<file path="src/hdl/axt_pkg.sv">
// package of constants and types for the i2c address xor translator control
package axt_pkg;
	// timing figures
	localparam int AXT_CLK_MHZ = 200;
	localparam int AXT_IDLE_US = 120;
	localparam int AXT_IDLE_CYC = AXT_IDLE_US * AXT_CLK_MHZ;
	localparam int AXT_STEP_NS = 100;
	localparam int AXT_STEP_CYC = (AXT_STEP_NS * AXT_CLK_MHZ) / 1000;
	localparam int AXT_STUCK_MS = 30;
	localparam int AXT_STUCK_CYC = AXT_STUCK_MS * 1000 * AXT_CLK_MHZ;
	localparam int AXT_CNT_W = 23;
	// code widths and reset values
	localparam int AXT_LO_W = 4;
	localparam int AXT_HI_W = 3;
	localparam int AXT_CODE_W = 7;
	localparam int AXT_ADDR_BITS = 7;
	localparam logic [6:0] AXT_CODE_RST = 7'h00;
	// register map
	localparam logic [3:0] AXT_REG_CTRL = 4'h0;
	localparam logic [3:0] AXT_REG_STAT = 4'h4;
	localparam logic [3:0] AXT_REG_CODE = 4'h8;
	localparam int AXT_CTRL_EN_BIT = 0;
	localparam int AXT_CTRL_UV_BIT = 1;
	localparam logic [1:0] AXT_CTRL_RST = 2'h0;
	localparam int AXT_STAT_RDY_BIT = 0;
	localparam int AXT_STAT_XLT_BIT = 1;
	localparam int AXT_STAT_CFG_BIT = 2;
	localparam int AXT_STAT_PASS_BIT = 3;
	localparam logic [1:0] AXT_RESP_OKAY = 2'h0;
	localparam logic [1:0] AXT_RESP_SLVERR = 2'h2;
	// translator states
	typedef enum logic [1:0] {AXT_OFF, AXT_WAIT_IDLE, AXT_RUN, AXT_XLATE} axt_state_t;
endpackage

</file>
<file path="src/hdl/axt_axil.sv">
// axi4-lite slave holding control, status and code registers
`timescale 1ns/1ps
`default_nettype none
module axt_axil (
	// clock and reset
	input wire logic i_sys_clk,
	input wire logic i_resetn,
	// write channels
	input wire logic [3:0] i_awaddr,
	input wire logic i_awvalid,
	output logic o_awready,
	input wire logic [31:0] i_wdata,
	input wire logic [3:0] i_wstrb,
	input wire logic i_wvalid,
	output logic o_wready,
	output logic [1:0] o_bresp,
	output logic o_bvalid,
	input wire logic i_bready,
	// read channels
	input wire logic [3:0] i_araddr,
	input wire logic i_arvalid,
	output logic o_arready,
	output logic [31:0] o_rdata,
	output logic [1:0] o_rresp,
	output logic o_rvalid,
	input wire logic i_rready,
	// block side
	output logic [1:0] o_ctrl,
	input wire logic [3:0] i_stat,
	input wire logic [6:0] i_code
);
	import axt_pkg::*;

	logic aw_have_r, aw_have_nxt, w_have_r, w_have_nxt, bvalid_r, bvalid_nxt;
	logic [3:0] awaddr_r, awaddr_nxt;
	logic [31:0] wdata_r, wdata_nxt;
	logic wstrb0_r, wstrb0_nxt;
	logic [1:0] bresp_r, bresp_nxt, rresp_r, rresp_nxt, ctrl_r, ctrl_nxt;
	logic rvalid_r, rvalid_nxt;
	logic [31:0] rdata_r, rdata_nxt;
	logic do_wr;
	logic awready_r, awready_nxt, wready_r, wready_nxt, arready_r, arready_nxt;

	// write path: take address and data in either order, answer after both
	always_comb begin
		aw_have_nxt = aw_have_r;
		w_have_nxt = w_have_r;
		awaddr_nxt = awaddr_r;
		wdata_nxt = wdata_r;
		wstrb0_nxt = wstrb0_r;
		bvalid_nxt = bvalid_r;
		bresp_nxt = bresp_r;
		ctrl_nxt = ctrl_r;
		if (i_awvalid && !aw_have_r && !bvalid_r) begin
			aw_have_nxt = 1'b1;
			awaddr_nxt = i_awaddr;
		end
		if (i_wvalid && !w_have_r && !bvalid_r) begin
			w_have_nxt = 1'b1;
			wdata_nxt = i_wdata;
			wstrb0_nxt = i_wstrb[0];
		end
		do_wr = aw_have_r && w_have_r && !bvalid_r;
		if (do_wr) begin
			aw_have_nxt = 1'b0;
			w_have_nxt = 1'b0;
			bvalid_nxt = 1'b1;
			bresp_nxt = AXT_RESP_OKAY;
			if (awaddr_r[3:2] == AXT_REG_CTRL[3:2]) begin
				if (wstrb0_r) begin
					ctrl_nxt = wdata_r[1:0];
				end
			end else if (awaddr_r[3:2] != AXT_REG_STAT[3:2] && awaddr_r[3:2] != AXT_REG_CODE[3:2]) begin
				bresp_nxt = AXT_RESP_SLVERR;
			end
		end
		if (bvalid_r && i_bready) begin
			bvalid_nxt = 1'b0;
		end
		// ready flags registered so the bus sees flop outputs
		awready_nxt = !aw_have_nxt && !bvalid_nxt;
		wready_nxt = !w_have_nxt && !bvalid_nxt;
	end

	// read path: one read in flight, answer the cycle after acceptance
	always_comb begin
		rvalid_nxt = rvalid_r;
		rdata_nxt = rdata_r;
		rresp_nxt = rresp_r;
		if (i_arvalid && !rvalid_r) begin
			rvalid_nxt = 1'b1;
			rresp_nxt = AXT_RESP_OKAY;
			unique case (i_araddr[3:2])
				AXT_REG_CTRL[3:2]: rdata_nxt = {30'h0, ctrl_r};
				AXT_REG_STAT[3:2]: rdata_nxt = {28'h0, i_stat};
				AXT_REG_CODE[3:2]: rdata_nxt = {25'h0, i_code};
				default: begin
					rdata_nxt = 32'h0;
					rresp_nxt = AXT_RESP_SLVERR;
				end
			endcase
		end else if (rvalid_r && i_rready) begin
			rvalid_nxt = 1'b0;
		end
		arready_nxt = !rvalid_nxt;
	end

	// register bus state
	always_ff @(posedge i_sys_clk) begin
		if (!i_resetn) begin
			aw_have_r <= 1'b0;
			w_have_r <= 1'b0;
			awaddr_r <= 4'h0;
			wdata_r <= 32'h0;
			wstrb0_r <= 1'b0;
			bvalid_r <= 1'b0;
			bresp_r <= 2'h0;
			ctrl_r <= AXT_CTRL_RST;
			rvalid_r <= 1'b0;
			rdata_r <= 32'h0;
			rresp_r <= 2'h0;
			awready_r <= 1'b1;
			wready_r <= 1'b1;
			arready_r <= 1'b1;
		end else begin
			aw_have_r <= aw_have_nxt;
			w_have_r <= w_have_nxt;
			awaddr_r <= awaddr_nxt;
			wdata_r <= wdata_nxt;
			wstrb0_r <= wstrb0_nxt;
			bvalid_r <= bvalid_nxt;
			bresp_r <= bresp_nxt;
			ctrl_r <= ctrl_nxt;
			rvalid_r <= rvalid_nxt;
			rdata_r <= rdata_nxt;
			rresp_r <= rresp_nxt;
			awready_r <= awready_nxt;
			wready_r <= wready_nxt;
			arready_r <= arready_nxt;
		end
	end

	assign o_awready = awready_r;
	assign o_wready = wready_r;
	assign o_bvalid = bvalid_r;
	assign o_bresp = bresp_r;
	assign o_arready = arready_r;
	assign o_rvalid = rvalid_r;
	assign o_rdata = rdata_r;
	assign o_rresp = rresp_r;
	assign o_ctrl = ctrl_r;
endmodule
`default_nettype wire

</file>
<file path="src/hdl/axt_ctrl.sv">
// top of the i2c address xor translator control logic
// Functional notes
// - sample config at reset and enable rise
// - low code sets bits a3 to a0
// - high code sets bits a6 to a4
// - low quantizer gives sixteen band codes
// - high quantizer gives eight band codes
// - byte form puts zero in lsb
// - switches and ready wait enable, config, then stop, idle or pass-through
// - switches open right after power-up
// - disable or undervoltage clears code, opens all
// - pass-through flag keeps switches closed
// - pass-through aborts a running translation
// - step shift register during clock low
// - xor seven address bits, then reconnect
// - thirty millisecond stuck clock aborts translation
`timescale 1ns/1ps
`default_nettype none
module axt_ctrl (
	// clock and reset
	input wire logic i_sys_clk,
	input wire logic i_resetn,
	// quantized configuration inputs
	input wire logic [axt_pkg::AXT_LO_W-1:0] i_low_nibble_config,
	input wire logic [axt_pkg::AXT_HI_W-1:0] i_high_bits_config,
	input wire logic i_pass_through,
	input wire logic i_enable,
	input wire logic i_supply_undervoltage_flag,
	// bus line levels sensed
	input wire logic i_master_clock_line,
	input wire logic i_master_data_line,
	input wire logic i_slave_clock_line,
	input wire logic i_slave_data_line,
	// switch and driver controls
	output logic o_clock_pass_switch,
	output logic o_data_pass_switch,
	output logic o_data_pulldown_driver,
	output logic o_ready,
	output logic [7:0] o_code_byte,
	// axi4-lite register bus
	input wire logic [3:0] i_awaddr,
	input wire logic i_awvalid,
	output logic o_awready,
	input wire logic [31:0] i_wdata,
	input wire logic [3:0] i_wstrb,
	input wire logic i_wvalid,
	output logic o_wready,
	output logic [1:0] o_bresp,
	output logic o_bvalid,
	input wire logic i_bready,
	input wire logic [3:0] i_araddr,
	input wire logic i_arvalid,
	output logic o_arready,
	output logic [31:0] o_rdata,
	output logic [1:0] o_rresp,
	output logic o_rvalid,
	input wire logic i_rready
);
	import axt_pkg::*;

	// ****************************************
	// helpers
	// ****************************************
	// translation bit for a given step, most significant first
	function automatic logic xor_bit(input logic [AXT_CODE_W-1:0] code, input logic [2:0] step);
		logic [2:0] idx;
		idx = 3'(AXT_CODE_W - 1) - step;
		return code[idx];
	endfunction

	// ****************************************
	// input synchronisers
	// ****************************************
	localparam int SW = 4 + AXT_LO_W + AXT_HI_W + 3;
	logic [SW-1:0] sync_out;
	logic [1:0] ctrl_bits;
	logic en_s, uv_s, pass_s, scl_s, sda_s, sclo_s, sdao_s;
	logic [AXT_LO_W-1:0] lo_s;
	logic [AXT_HI_W-1:0] hi_s;

	axt_sync #(.W(SW)) axt_sync_inst (
		.i_sys_clk(i_sys_clk),
		.i_resetn(i_resetn),
		.i_async({i_enable, i_supply_undervoltage_flag, i_pass_through, i_low_nibble_config,
			i_high_bits_config, i_master_clock_line, i_master_data_line,
			i_slave_clock_line, i_slave_data_line}),
		.o_sync(sync_out)
	);
	assign {en_s, uv_s, pass_s, lo_s, hi_s, scl_s, sda_s, sclo_s, sdao_s} = sync_out;

	// ****************************************
	// register bus
	// ****************************************
	logic [3:0] stat;
	logic [AXT_CODE_W-1:0] code_r, code_nxt;
	axt_axil axt_axil_inst (
		.i_sys_clk(i_sys_clk),
		.i_resetn(i_resetn),
		.i_awaddr(i_awaddr),
		.i_awvalid(i_awvalid),
		.o_awready(o_awready),
		.i_wdata(i_wdata),
		.i_wstrb(i_wstrb),
		.i_wvalid(i_wvalid),
		.o_wready(o_wready),
		.o_bresp(o_bresp),
		.o_bvalid(o_bvalid),
		.i_bready(i_bready),
		.i_araddr(i_araddr),
		.i_arvalid(i_arvalid),
		.o_arready(o_arready),
		.o_rdata(o_rdata),
		.o_rresp(o_rresp),
		.o_rvalid(o_rvalid),
		.i_rready(i_rready),
		.o_ctrl(ctrl_bits),
		.i_stat(stat),
		.i_code(code_r)
	);

	// ****************************************
	// translator state
	// ****************************************
	axt_state_t state_r, state_nxt;
	logic pass_r, pass_nxt;
	logic cfg_r, cfg_nxt;
	logic en_d_r, en_d_nxt, scl_d_r, scl_d_nxt, sda_d_r, sda_d_nxt;
	logic [2:0] bit_r, bit_nxt;
	logic [AXT_CNT_W-1:0] idle_r, idle_nxt, stuck_r, stuck_nxt;
	logic [7:0] step_r, step_nxt;
	logic stepping_r, stepping_nxt;
	logic xbit_r, xbit_nxt;
	logic cps_r, cps_nxt, dps_r, dps_nxt, pd_r, pd_nxt, rdy_r, rdy_nxt;
	logic en_act, start_c, stop_c, en_rise, scl_fall, scl_edge, all_high;

	// bus condition decode
	always_comb begin
		en_act = (en_s | ctrl_bits[AXT_CTRL_EN_BIT]) & ~uv_s & ~ctrl_bits[AXT_CTRL_UV_BIT];
		en_rise = en_act & ~en_d_r;
		start_c = scl_s & scl_d_r & sda_d_r & ~sda_s;
		stop_c = scl_s & scl_d_r & ~sda_d_r & sda_s;
		scl_fall = scl_d_r & ~scl_s;
		scl_edge = scl_d_r ^ scl_s;
		all_high = scl_s & sda_s & sclo_s & sdao_s;
	end

	// next state of the translator
	always_comb begin
		state_nxt = state_r;
		code_nxt = code_r;
		pass_nxt = pass_r;
		cfg_nxt = cfg_r;
		en_d_nxt = en_act;
		scl_d_nxt = scl_s;
		sda_d_nxt = sda_s;
		bit_nxt = bit_r;
		idle_nxt = idle_r;
		stuck_nxt = stuck_r;
		step_nxt = step_r;
		stepping_nxt = stepping_r;
		xbit_nxt = xbit_r;
		// counters saturate so a long quiet spell never wraps below a limit
		if (!all_high) begin
			idle_nxt = '0;
		end else if (idle_r != '1) begin
			idle_nxt = idle_r + 1'b1;
		end
		if (scl_edge) begin
			stuck_nxt = '0;
		end else if (stuck_r != '1) begin
			stuck_nxt = stuck_r + 1'b1;
		end
		if (!en_act) begin
			// shut down: clear code, open everything
			state_nxt = AXT_OFF;
			code_nxt = AXT_CODE_RST;
			cfg_nxt = 1'b0;
			stepping_nxt = 1'b0;
		end else if (en_rise || (state_r == AXT_OFF)) begin
			// latch quantized codes into the translation word
			code_nxt = {hi_s, lo_s};
			pass_nxt = pass_s;
			cfg_nxt = 1'b1;
			state_nxt = AXT_WAIT_IDLE;
		end else begin
			pass_nxt = pass_s;
			unique case (state_r)
				AXT_WAIT_IDLE: begin
					// wait for stop, long all-high idle or pass-through
					if (pass_s || stop_c || idle_r > AXT_CNT_W'(AXT_IDLE_CYC)) begin
						state_nxt = AXT_RUN;
					end
				end
				AXT_RUN: begin
					if (start_c && !pass_s) begin
						state_nxt = AXT_XLATE;
						bit_nxt = 3'd0;
						// no inversion before the first clock fall, so the start passes intact
						xbit_nxt = 1'b0;
						stepping_nxt = 1'b0;
						// a long quiet spell before the start must not count as stuck
						stuck_nxt = '0;
					end
				end
				AXT_XLATE: begin
					if (pass_s || stop_c || stuck_r > AXT_CNT_W'(AXT_STUCK_CYC)) begin
						state_nxt = AXT_RUN;
					end else if (scl_fall) begin
						step_nxt = 8'd0;
						stepping_nxt = 1'b1;
					end else if (stepping_r) begin
						// step the register after the delay, clock still low
						if (step_r >= 8'(AXT_STEP_CYC)) begin
							stepping_nxt = 1'b0;
							if (!scl_s) begin
								if (bit_r == 3'(AXT_ADDR_BITS)) begin
									// fall before read/write: reconnect
									state_nxt = AXT_RUN;
								end else begin
									bit_nxt = bit_r + 3'd1;
									xbit_nxt = xor_bit(code_r, bit_r);
								end
							end
						end else begin
							step_nxt = step_r + 8'd1;
						end
					end
				end
				AXT_OFF: state_nxt = AXT_WAIT_IDLE;
			endcase
		end
	end

	// pin drive next values, outputs all from flops
	always_comb begin
		cps_nxt = 1'b0;
		dps_nxt = 1'b0;
		pd_nxt = 1'b0;
		rdy_nxt = 1'b0;
		if (state_nxt == AXT_RUN || state_nxt == AXT_XLATE) begin
			cps_nxt = 1'b1;
			dps_nxt = 1'b1;
			rdy_nxt = 1'b1;
		end
		if (state_nxt == AXT_XLATE) begin
			// pull slave data low when master bit xor translation bit is zero
			dps_nxt = 1'b0;
			pd_nxt = ~(sda_s ^ xbit_nxt);
		end
	end

	// register translator state
	always_ff @(posedge i_sys_clk) begin
		if (!i_resetn) begin
			state_r <= AXT_OFF;
			code_r <= AXT_CODE_RST;
			pass_r <= 1'b0;
			cfg_r <= 1'b0;
			en_d_r <= 1'b0;
			scl_d_r <= 1'b1;
			sda_d_r <= 1'b1;
			bit_r <= 3'd0;
			idle_r <= '0;
			stuck_r <= '0;
			step_r <= 8'd0;
			stepping_r <= 1'b0;
			xbit_r <= 1'b0;
			cps_r <= 1'b0;
			dps_r <= 1'b0;
			pd_r <= 1'b0;
			rdy_r <= 1'b0;
		end else begin
			state_r <= state_nxt;
			code_r <= code_nxt;
			pass_r <= pass_nxt;
			cfg_r <= cfg_nxt;
			en_d_r <= en_d_nxt;
			scl_d_r <= scl_d_nxt;
			sda_d_r <= sda_d_nxt;
			bit_r <= bit_nxt;
			idle_r <= idle_nxt;
			stuck_r <= stuck_nxt;
			step_r <= step_nxt;
			stepping_r <= stepping_nxt;
			xbit_r <= xbit_nxt;
			cps_r <= cps_nxt;
			dps_r <= dps_nxt;
			pd_r <= pd_nxt;
			rdy_r <= rdy_nxt;
		end
	end

	// status word and outputs
	assign stat = {pass_r, cfg_r, state_r == AXT_XLATE, rdy_r};
	assign o_clock_pass_switch = cps_r;
	assign o_data_pass_switch = dps_r;
	assign o_data_pulldown_driver = pd_r;
	assign o_ready = rdy_r;
	assign o_code_byte = {code_r, 1'b0};
endmodule
`default_nettype wire

</file>
<file path="src/hdl/axt_sync.sv">
// two-flop synchroniser for a group of external levels
`timescale 1ns/1ps
`default_nettype none
module axt_sync #(
	parameter int W = 1
) (
	// clock and reset
	input wire logic i_sys_clk,
	input wire logic i_resetn,
	// levels
	input wire logic [W-1:0] i_async,
	output logic [W-1:0] o_sync
);
	logic [W-1:0] meta_r;
	logic [W-1:0] meta_nxt;
	logic [W-1:0] sync_r;
	logic [W-1:0] sync_nxt;

	// next values: first stage only feeds second
	always_comb begin
		meta_nxt = i_async;
		sync_nxt = meta_r;
	end

	// register both stages
	always_ff @(posedge i_sys_clk) begin
		if (!i_resetn) begin
			meta_r <= '1;
			sync_r <= '1;
		end else begin
			meta_r <= meta_nxt;
			sync_r <= sync_nxt;
		end
	end

	assign o_sync = sync_r;
endmodule
`default_nettype wire

</file>
<file path="config.mk">
export PLATFORM = sky130hd
export DESIGN_NAME = axt_ctrl
export DESIGN_NICKNAME = d
export VERILOG_FILES = /design/src/hdl/axt_pkg.sv /design/src/hdl/axt_axil.sv /design/src/hdl/axt_ctrl.sv /design/src/hdl/axt_sync.sv
export SDC_FILE = /design/constraint.sdc
export NUM_CORES = 1
export LEC_CHECK = 0
export ABC_AREA = 1
export BUFFER_PORTS_ARGS = -buffer_cell sky130_fd_sc_hd__buf_4
export CORE_MARGIN = 4
export CORE_UTILIZATION = 55
export DETAILED_ROUTE_END_ITERATION = 16
export GPL_TIMING_DRIVEN = 0
export HOLD_SLACK_MARGIN = 0.06
export PLACE_DENSITY = 0.86
export SLEW_MARGIN = 15
export SYNTH_ARGS = -nofsm -noshare
export SYNTH_HDL_FRONTEND = slang
export SYNTH_SLANG_ARGS = --single-unit
export TNS_END_PERCENT = 5
</file>
<file path="constraint.sdc">
create_clock -name i_sys_clk -period 2.01 [get_ports i_sys_clk]
set_clock_uncertainty 0.05 [all_clocks]
set_input_delay 0.1005 -clock i_sys_clk [delete_from_list [all_inputs] [get_ports i_sys_clk]]
set_output_delay 0.1005 -clock i_sys_clk [all_outputs]
set_load 0.01 [all_outputs]
</file>
======== Yosys cells after proc, flatten, opt, wreduce, memory -nomap -nowiden ========
Cells that the tools add are included.
operators by class
  add/sub/neg operators ................... 5
  $mul .................................... 0
  div/mod/pow operators ................... 0
  magnitude comparators ................... 4
  equal/unequal tests ..................... 20
  shift operators ......................... 0
  mux-type cells .......................... 59
  bitwise gates (word level) .............. 25
  reduce and logical (&&, ||, !) cells .... 41
operators with widths
  operator               number
  $mux 23                6
  $add 23x1->23 const B  2
  $ne 23x23->1 const B   2
  $mux 2                 13
  $mux 1                 24
  $mux 8                 3
  $gt 23x15->1 const B   1
  $gt 23x23->1 const B   1
  $mux 3                 7
  $pmux 7 s3             1
  $ne 2x2->1 const B     9
  $logic_and 1x1->1      13
  $and 1x1->1            12
  $eq 2x2->1 const B     5
  $not 1->1              10
  $reduce_and 10->1      1
  $logic_not 1->1        9
  $add 8x1->8 const B    1
  $ge 8x5->1 const B     1
  $pmux 2 s4             1
  $logic_not 2->1        3
  $pmux 3 s2             1
  $reduce_and 2->1       3
  $reduce_and 6->1       1
  other kinds (16)       24
word-level totals
  bits in registers ....................... 156
  bits in latches ......................... 0
  RAM bits ................................ 0
  ROM bits ................................ 0
  output and inout bits ................... 53
  memories kept ........................... 0

======== Logic depth before layout (Yosys ltp) ========
  depth in word-level cells ............... 14
  gate-level depth with buffers ........... 13
  depth with buffers taken out ............ 13

======== By module ========
From an unflattened synthesis, not the netlist that was laid out.
unflattened totals
  cells, all modules ...................... 850
  area total of the unflattened synthesis .. 6208.5 µm²
modules (own cells, without submodules)
  module    times used  cells an instance  area each (µm²)
  axt_ctrl  1           620                4309.1
  axt_axil  1           143                1084.8
  axt_sync  1           87                 814.5

======== Worst setup path before layout ========
No wires, ideal clock.
  kind .................................... flip-flop to flip-flop
  from .................................... register idle_r[0]
  to ...................................... register idle_r[18]
  arrival ................................. 1.528 ns
  slack ................................... 0.317 ns
  cell stages (with the launch flop) ...... 11
  path buffers ............................ 0
  period minus slack after synthesis ...... 1.693 ns
  cell sequence ........................... dfxtp_1 ha_1 nand2_1 nor3_2 nand4_1 nor2_1 nand2_1 nor2_2 nand2_1 nand2_1 o21ba_2
on the way
  word-level cells in the longest chain between the ends .. 1
  elaborated cells between the ends (all ways) .. 2
  those cells by class .................... 1 x add/sub; 1 x eq/ne
ends and longest elaborated chain
  element                                               line                              RTL
  start, declared                                       axt_ctrl.sv:129                   logic [AXT_CNT_W-1:0] idle_r, idle_nxt, stuck_r, stuck_nxt;
  start signal, assigned                                axt_ctrl.sv:281                   idle_r <= idle_nxt;
  $add 23x1->23 / $ne 23x23->1 (equally long branches)  axt_ctrl.sv:166, axt_ctrl.sv:165
Several ways; a longest one is shown, not always the timed one.
A chain may end at the register's enable or synchronous reset.

======== Worst setup path in the final report ========
  from .................................... register axt_sync_inst.sync_r[3], in the netlist axt_sync_inst.o_sync[3]
  to ...................................... register bit_r[1]
on the way
  word-level cells in the longest chain between the ends .. 7
  elaborated cells between the ends (all ways) .. 15
  those cells by class .................... 4 x eq/ne; 7 x bitwise; 4 x reduce/logical
ends and longest elaborated chain
  element                               line                              RTL
  start, declared                       axt_sync.sv:16                    logic [W-1:0] sync_r;
  start signal, assigned                axt_sync.sv:32                    sync_r <= sync_nxt;
  $and 1x1->1                           axt_ctrl.sv:140, axt_ctrl.sv:141
  $and 1x1->1 (2 in a row)              axt_ctrl.sv:141                   stop_c = scl_s & scl_d_r & ~sda_d_r & sda_s;
  $logic_or 1x1->1 (2 in a row)         axt_ctrl.sv:206                   if (pass_s || stop_c || stuck_r > AXT_CNT_W'(AXT_STUCK_CYC)) begin
  $ne 2x2->1 (no source line)           --
  $reduce_and 10->1 (no source line) *  --
  end signal, assigned                  axt_ctrl.sv:280                   bit_r <= bit_nxt;
  end, declared                         axt_ctrl.sv:128                   logic [2:0] bit_r, bit_nxt;
Every way passes the cells marked *; elsewhere a longest branch is shown, timed or not.

==> qor.csv <==
metric;value;unit
grt_pass1_vias;5775;
clk_latency;540;ps
path_clk_slew;70;ps
wl_per_cell;15.3;um
synth-seq-area-share;42.1;%
max_freq;499;MHz
first_iter_violations;674;
root_buffer;clkbuf_8;
grtUsageMet1;30.7;%
die_h;113;um
die_area;12700;um^2
cp.required;2380;ps
finalHoldViolations;0;
ios;118;
cts-buffers-inserted;17;
dp_slack;50.9;ps
synth_edf_count;0;
io_buffers;51;
cts_tree;yes;
cp_max_fo;6;
grt_max_degree;17;
setup_viol;0;
slew_headroom;52.7;%
worst_pin_slew;709;ps
final_nets;1027;
worst_path_max_delay_cell;dfxtp_1;
gp_congestion;0.906;
overflow;0;
grt_pass1_wl;27000;um
end_kind;flip-flop;
post-route-drc-count;0;
drtAntennaViolNets;0;
path_buf_inv;0;
areaGrowthSynthToFinish;27.7;%
period_needed;2000;ps
place_inst;1032;
min_period_over_period;99.7;%
drt_wl_total;16900;um
setup_ws;6.65;ps
dp_hpwl;9880;um
ys.flop_type;dfxtp_1;
via_count;5841;
outcome;complete, no violations;
syn_inst;814;
met3_usage;6.42;%
rsz0062_at_grt;true;
ys_ff_latch;127;
ir_drop;0.697;mV
core_area;10800;um^2
drv_cap;0;
yosys.cell_types.count;43;
core.rowCount;38;
syn_area;6040;um^2
p_per_area;785;nW/um^2
grt_usage;26.2;%
synth_top_cells_by_count;dfxtp_1 (127), nand2_1 (127), nor2_1 (109);
crit_family;simple AND/OR/NAND/NOR gates;
p_leak;0.00350;uW
slowest_delay;400;ps
worstSetupPathType;reg -> reg;
first_pass_iters;7;
drv_slew;0;
yosys.area.top_type;dfxtp_1;
max-clock-path-buffers;2;
whs;230;ps
viasPerCell;5.29;
synth_top_area_share;42.1;%
synthArstFlopShare;0;%
synth.avg_cell_area;7.43;um^2
grt.met2_usage;44.4;%
initial_core_util;56.0;%
num-fill-cells;748;
crit_arrival;2370;ps
path_cells;ha_1, nand4_1, nand2_1, nand4_1, nor2_2, nand2_1, o21ai_0, nor2_1;
cts.sinks;127;
htreeDepth;4;
die_x;113;um
antenna_found_initial;1;
drive_gt1_share;21.7;%
yosys_warnings;0;
stdcell_count;1105;
worstSetupStartpointType;flip-flop;
busiest_layer;met2;
hp-class;in -> reg;
yosys-top-cells-area;dfxtp_1 (42%), nand2_1 (7.9%), nor2_1 (6.8%), inv_1 (6.3%), o21ai_0 (4.1%);
-- metrics by stage --
stage	utilization (%)	area, um^2	power, uW	setup TNS [ps]
3_5_place_dp	62.1	6700	3040	0
5_1_grt	71.5	7720	6240	-1350
6_report	71.5	7720	6060	0
2_1_floorplan	-	6150	2910	0
3_3_place_gp	62.1	6700	3030	0
4_1_cts	70.7	7630	5980	0
-- timing repair --
action	CTS	global route
endpoints found under the setup margin	0	41
resized for setup	0	15
setup buffers	0	5
endpoints found under the hold margin	50	0
hold buffers	35	0
-- worst register-to-register path: cells and delay by family, from the launching register on --
kind | cells | cell delay [ps]
adders and majority gates | 1 | 240
AOI/OAI and AO/OA | 1 | 180
DFF | 1 | 400
and+or+nand+nor | 6 | 1010
-- per-layer routing --
layer | share of wire [%] | vias to the layer above | routed length (um)
met2 | 50 | 284 | 8390
met4 | 4.4 | 0 | 739
met3 | 6.9 | 69 | 1170
met1 | 39 | 2662 | 6570
met5 | 0 | - | 0
li1 | - | 2826 | -
-- flip-flops by register name, summed over array words and instances (netlist names), 2 cells and up --
| register | cells |
|---|---|
| axt_sync_inst.meta_r | 14 |
| state_r | 2 |
| code_r | 7 |
| axt_axil_inst.o_rdata | 7 |
| idle_r | 23 |
| axt_sync_inst.o_sync | 14 |
| step_r | 8 |
| stuck_r | 23 |
| axt_axil_inst.wdata_r | 2 |
| axt_axil_inst.o_ctrl | 2 |
| bit_r | 3 |
| axt_axil_inst.awaddr_r | 2 |
-- power breakdown --
group	internal [uW]	total (uW)	leakage (uW)	switching, uW
clock network	1730	2960	0.000281	1230
logic	214	461	0.00219	247
registers	2590	2630	0.00104	47.3
total	4530	6060	0.00350	1520
-- layout make-up --
| class | instances | area, um^2 | area share [%] |
|---|---|---|---|
| Clock buffer | 19 | 442 | 5.72 |
| Multi-Input combinational cell | 558 | 2940 | 38.1 |
| Antenna cell | 1 | 2.50 | 0.0324 |
| Inverter | 114 | 428 | 5.54 |
| Buffer | 42 | 282 | 3.65 |
| Tap cell | 140 | 175 | 2.27 |
| Clock inverter | 13 | 133 | 1.72 |
| Timing Repair Buffer | 91 | 771 | 9.98 |
| Sequential cell | 127 | 2540 | 33.0 |
-- placed cells by master, fill, tap and decap left out, types with 19 or more instances in the layout --
| cell type | Yosys | layout |
|---|---|---|
| a21oi_1 | 32 | 32 |
| buf_4 | 30 | 86 |
| conb_1 | 1 | 28 |
| dfxtp_1 | 127 | 125 |
| dlygate4sd3_1 | 0 | 35 |
| inv_1 | 102 | 101 |
| nand2_1 | 127 | 127 |
| nand3_1 | 48 | 48 |
| nor2_1 | 109 | 105 |
| nor3_1 | 19 | 19 |
| o21ai_0 | 49 | 49 |
| or2_2 | 28 | 28 |
-- worst paths after layout --
check,from,to,slack (ps),cells after the start
min reg2reg,axt_sync_inst.meta_r[2],axt_sync_inst.o_sync[2],360,1
max reg2reg,axt_sync_inst.o_sync[3],bit_r[1],7,8
max,axt_sync_inst.o_sync[3],bit_r[1],7,8
min,i_high_bits_config[0],axt_sync_inst.meta_r[4],230,3
-- cells by family (layout without fill, tap and decap cells) --
family	count (synthesis)	count (layout)	share of synthesized area, %
buffers and inverters	156	279	11.7
other	1	29	0.0620
AO/OA/AOI/OAI	105	105	9.60
flip-flops	127	127	42.1
adder cells (fa/ha/maj)	11	11	2.28
XOR/XNOR	24	24	3.48
AND/OR/NAND/NOR	390	390	30.8
No activity file was read; power rests on OpenSTA's default activity.
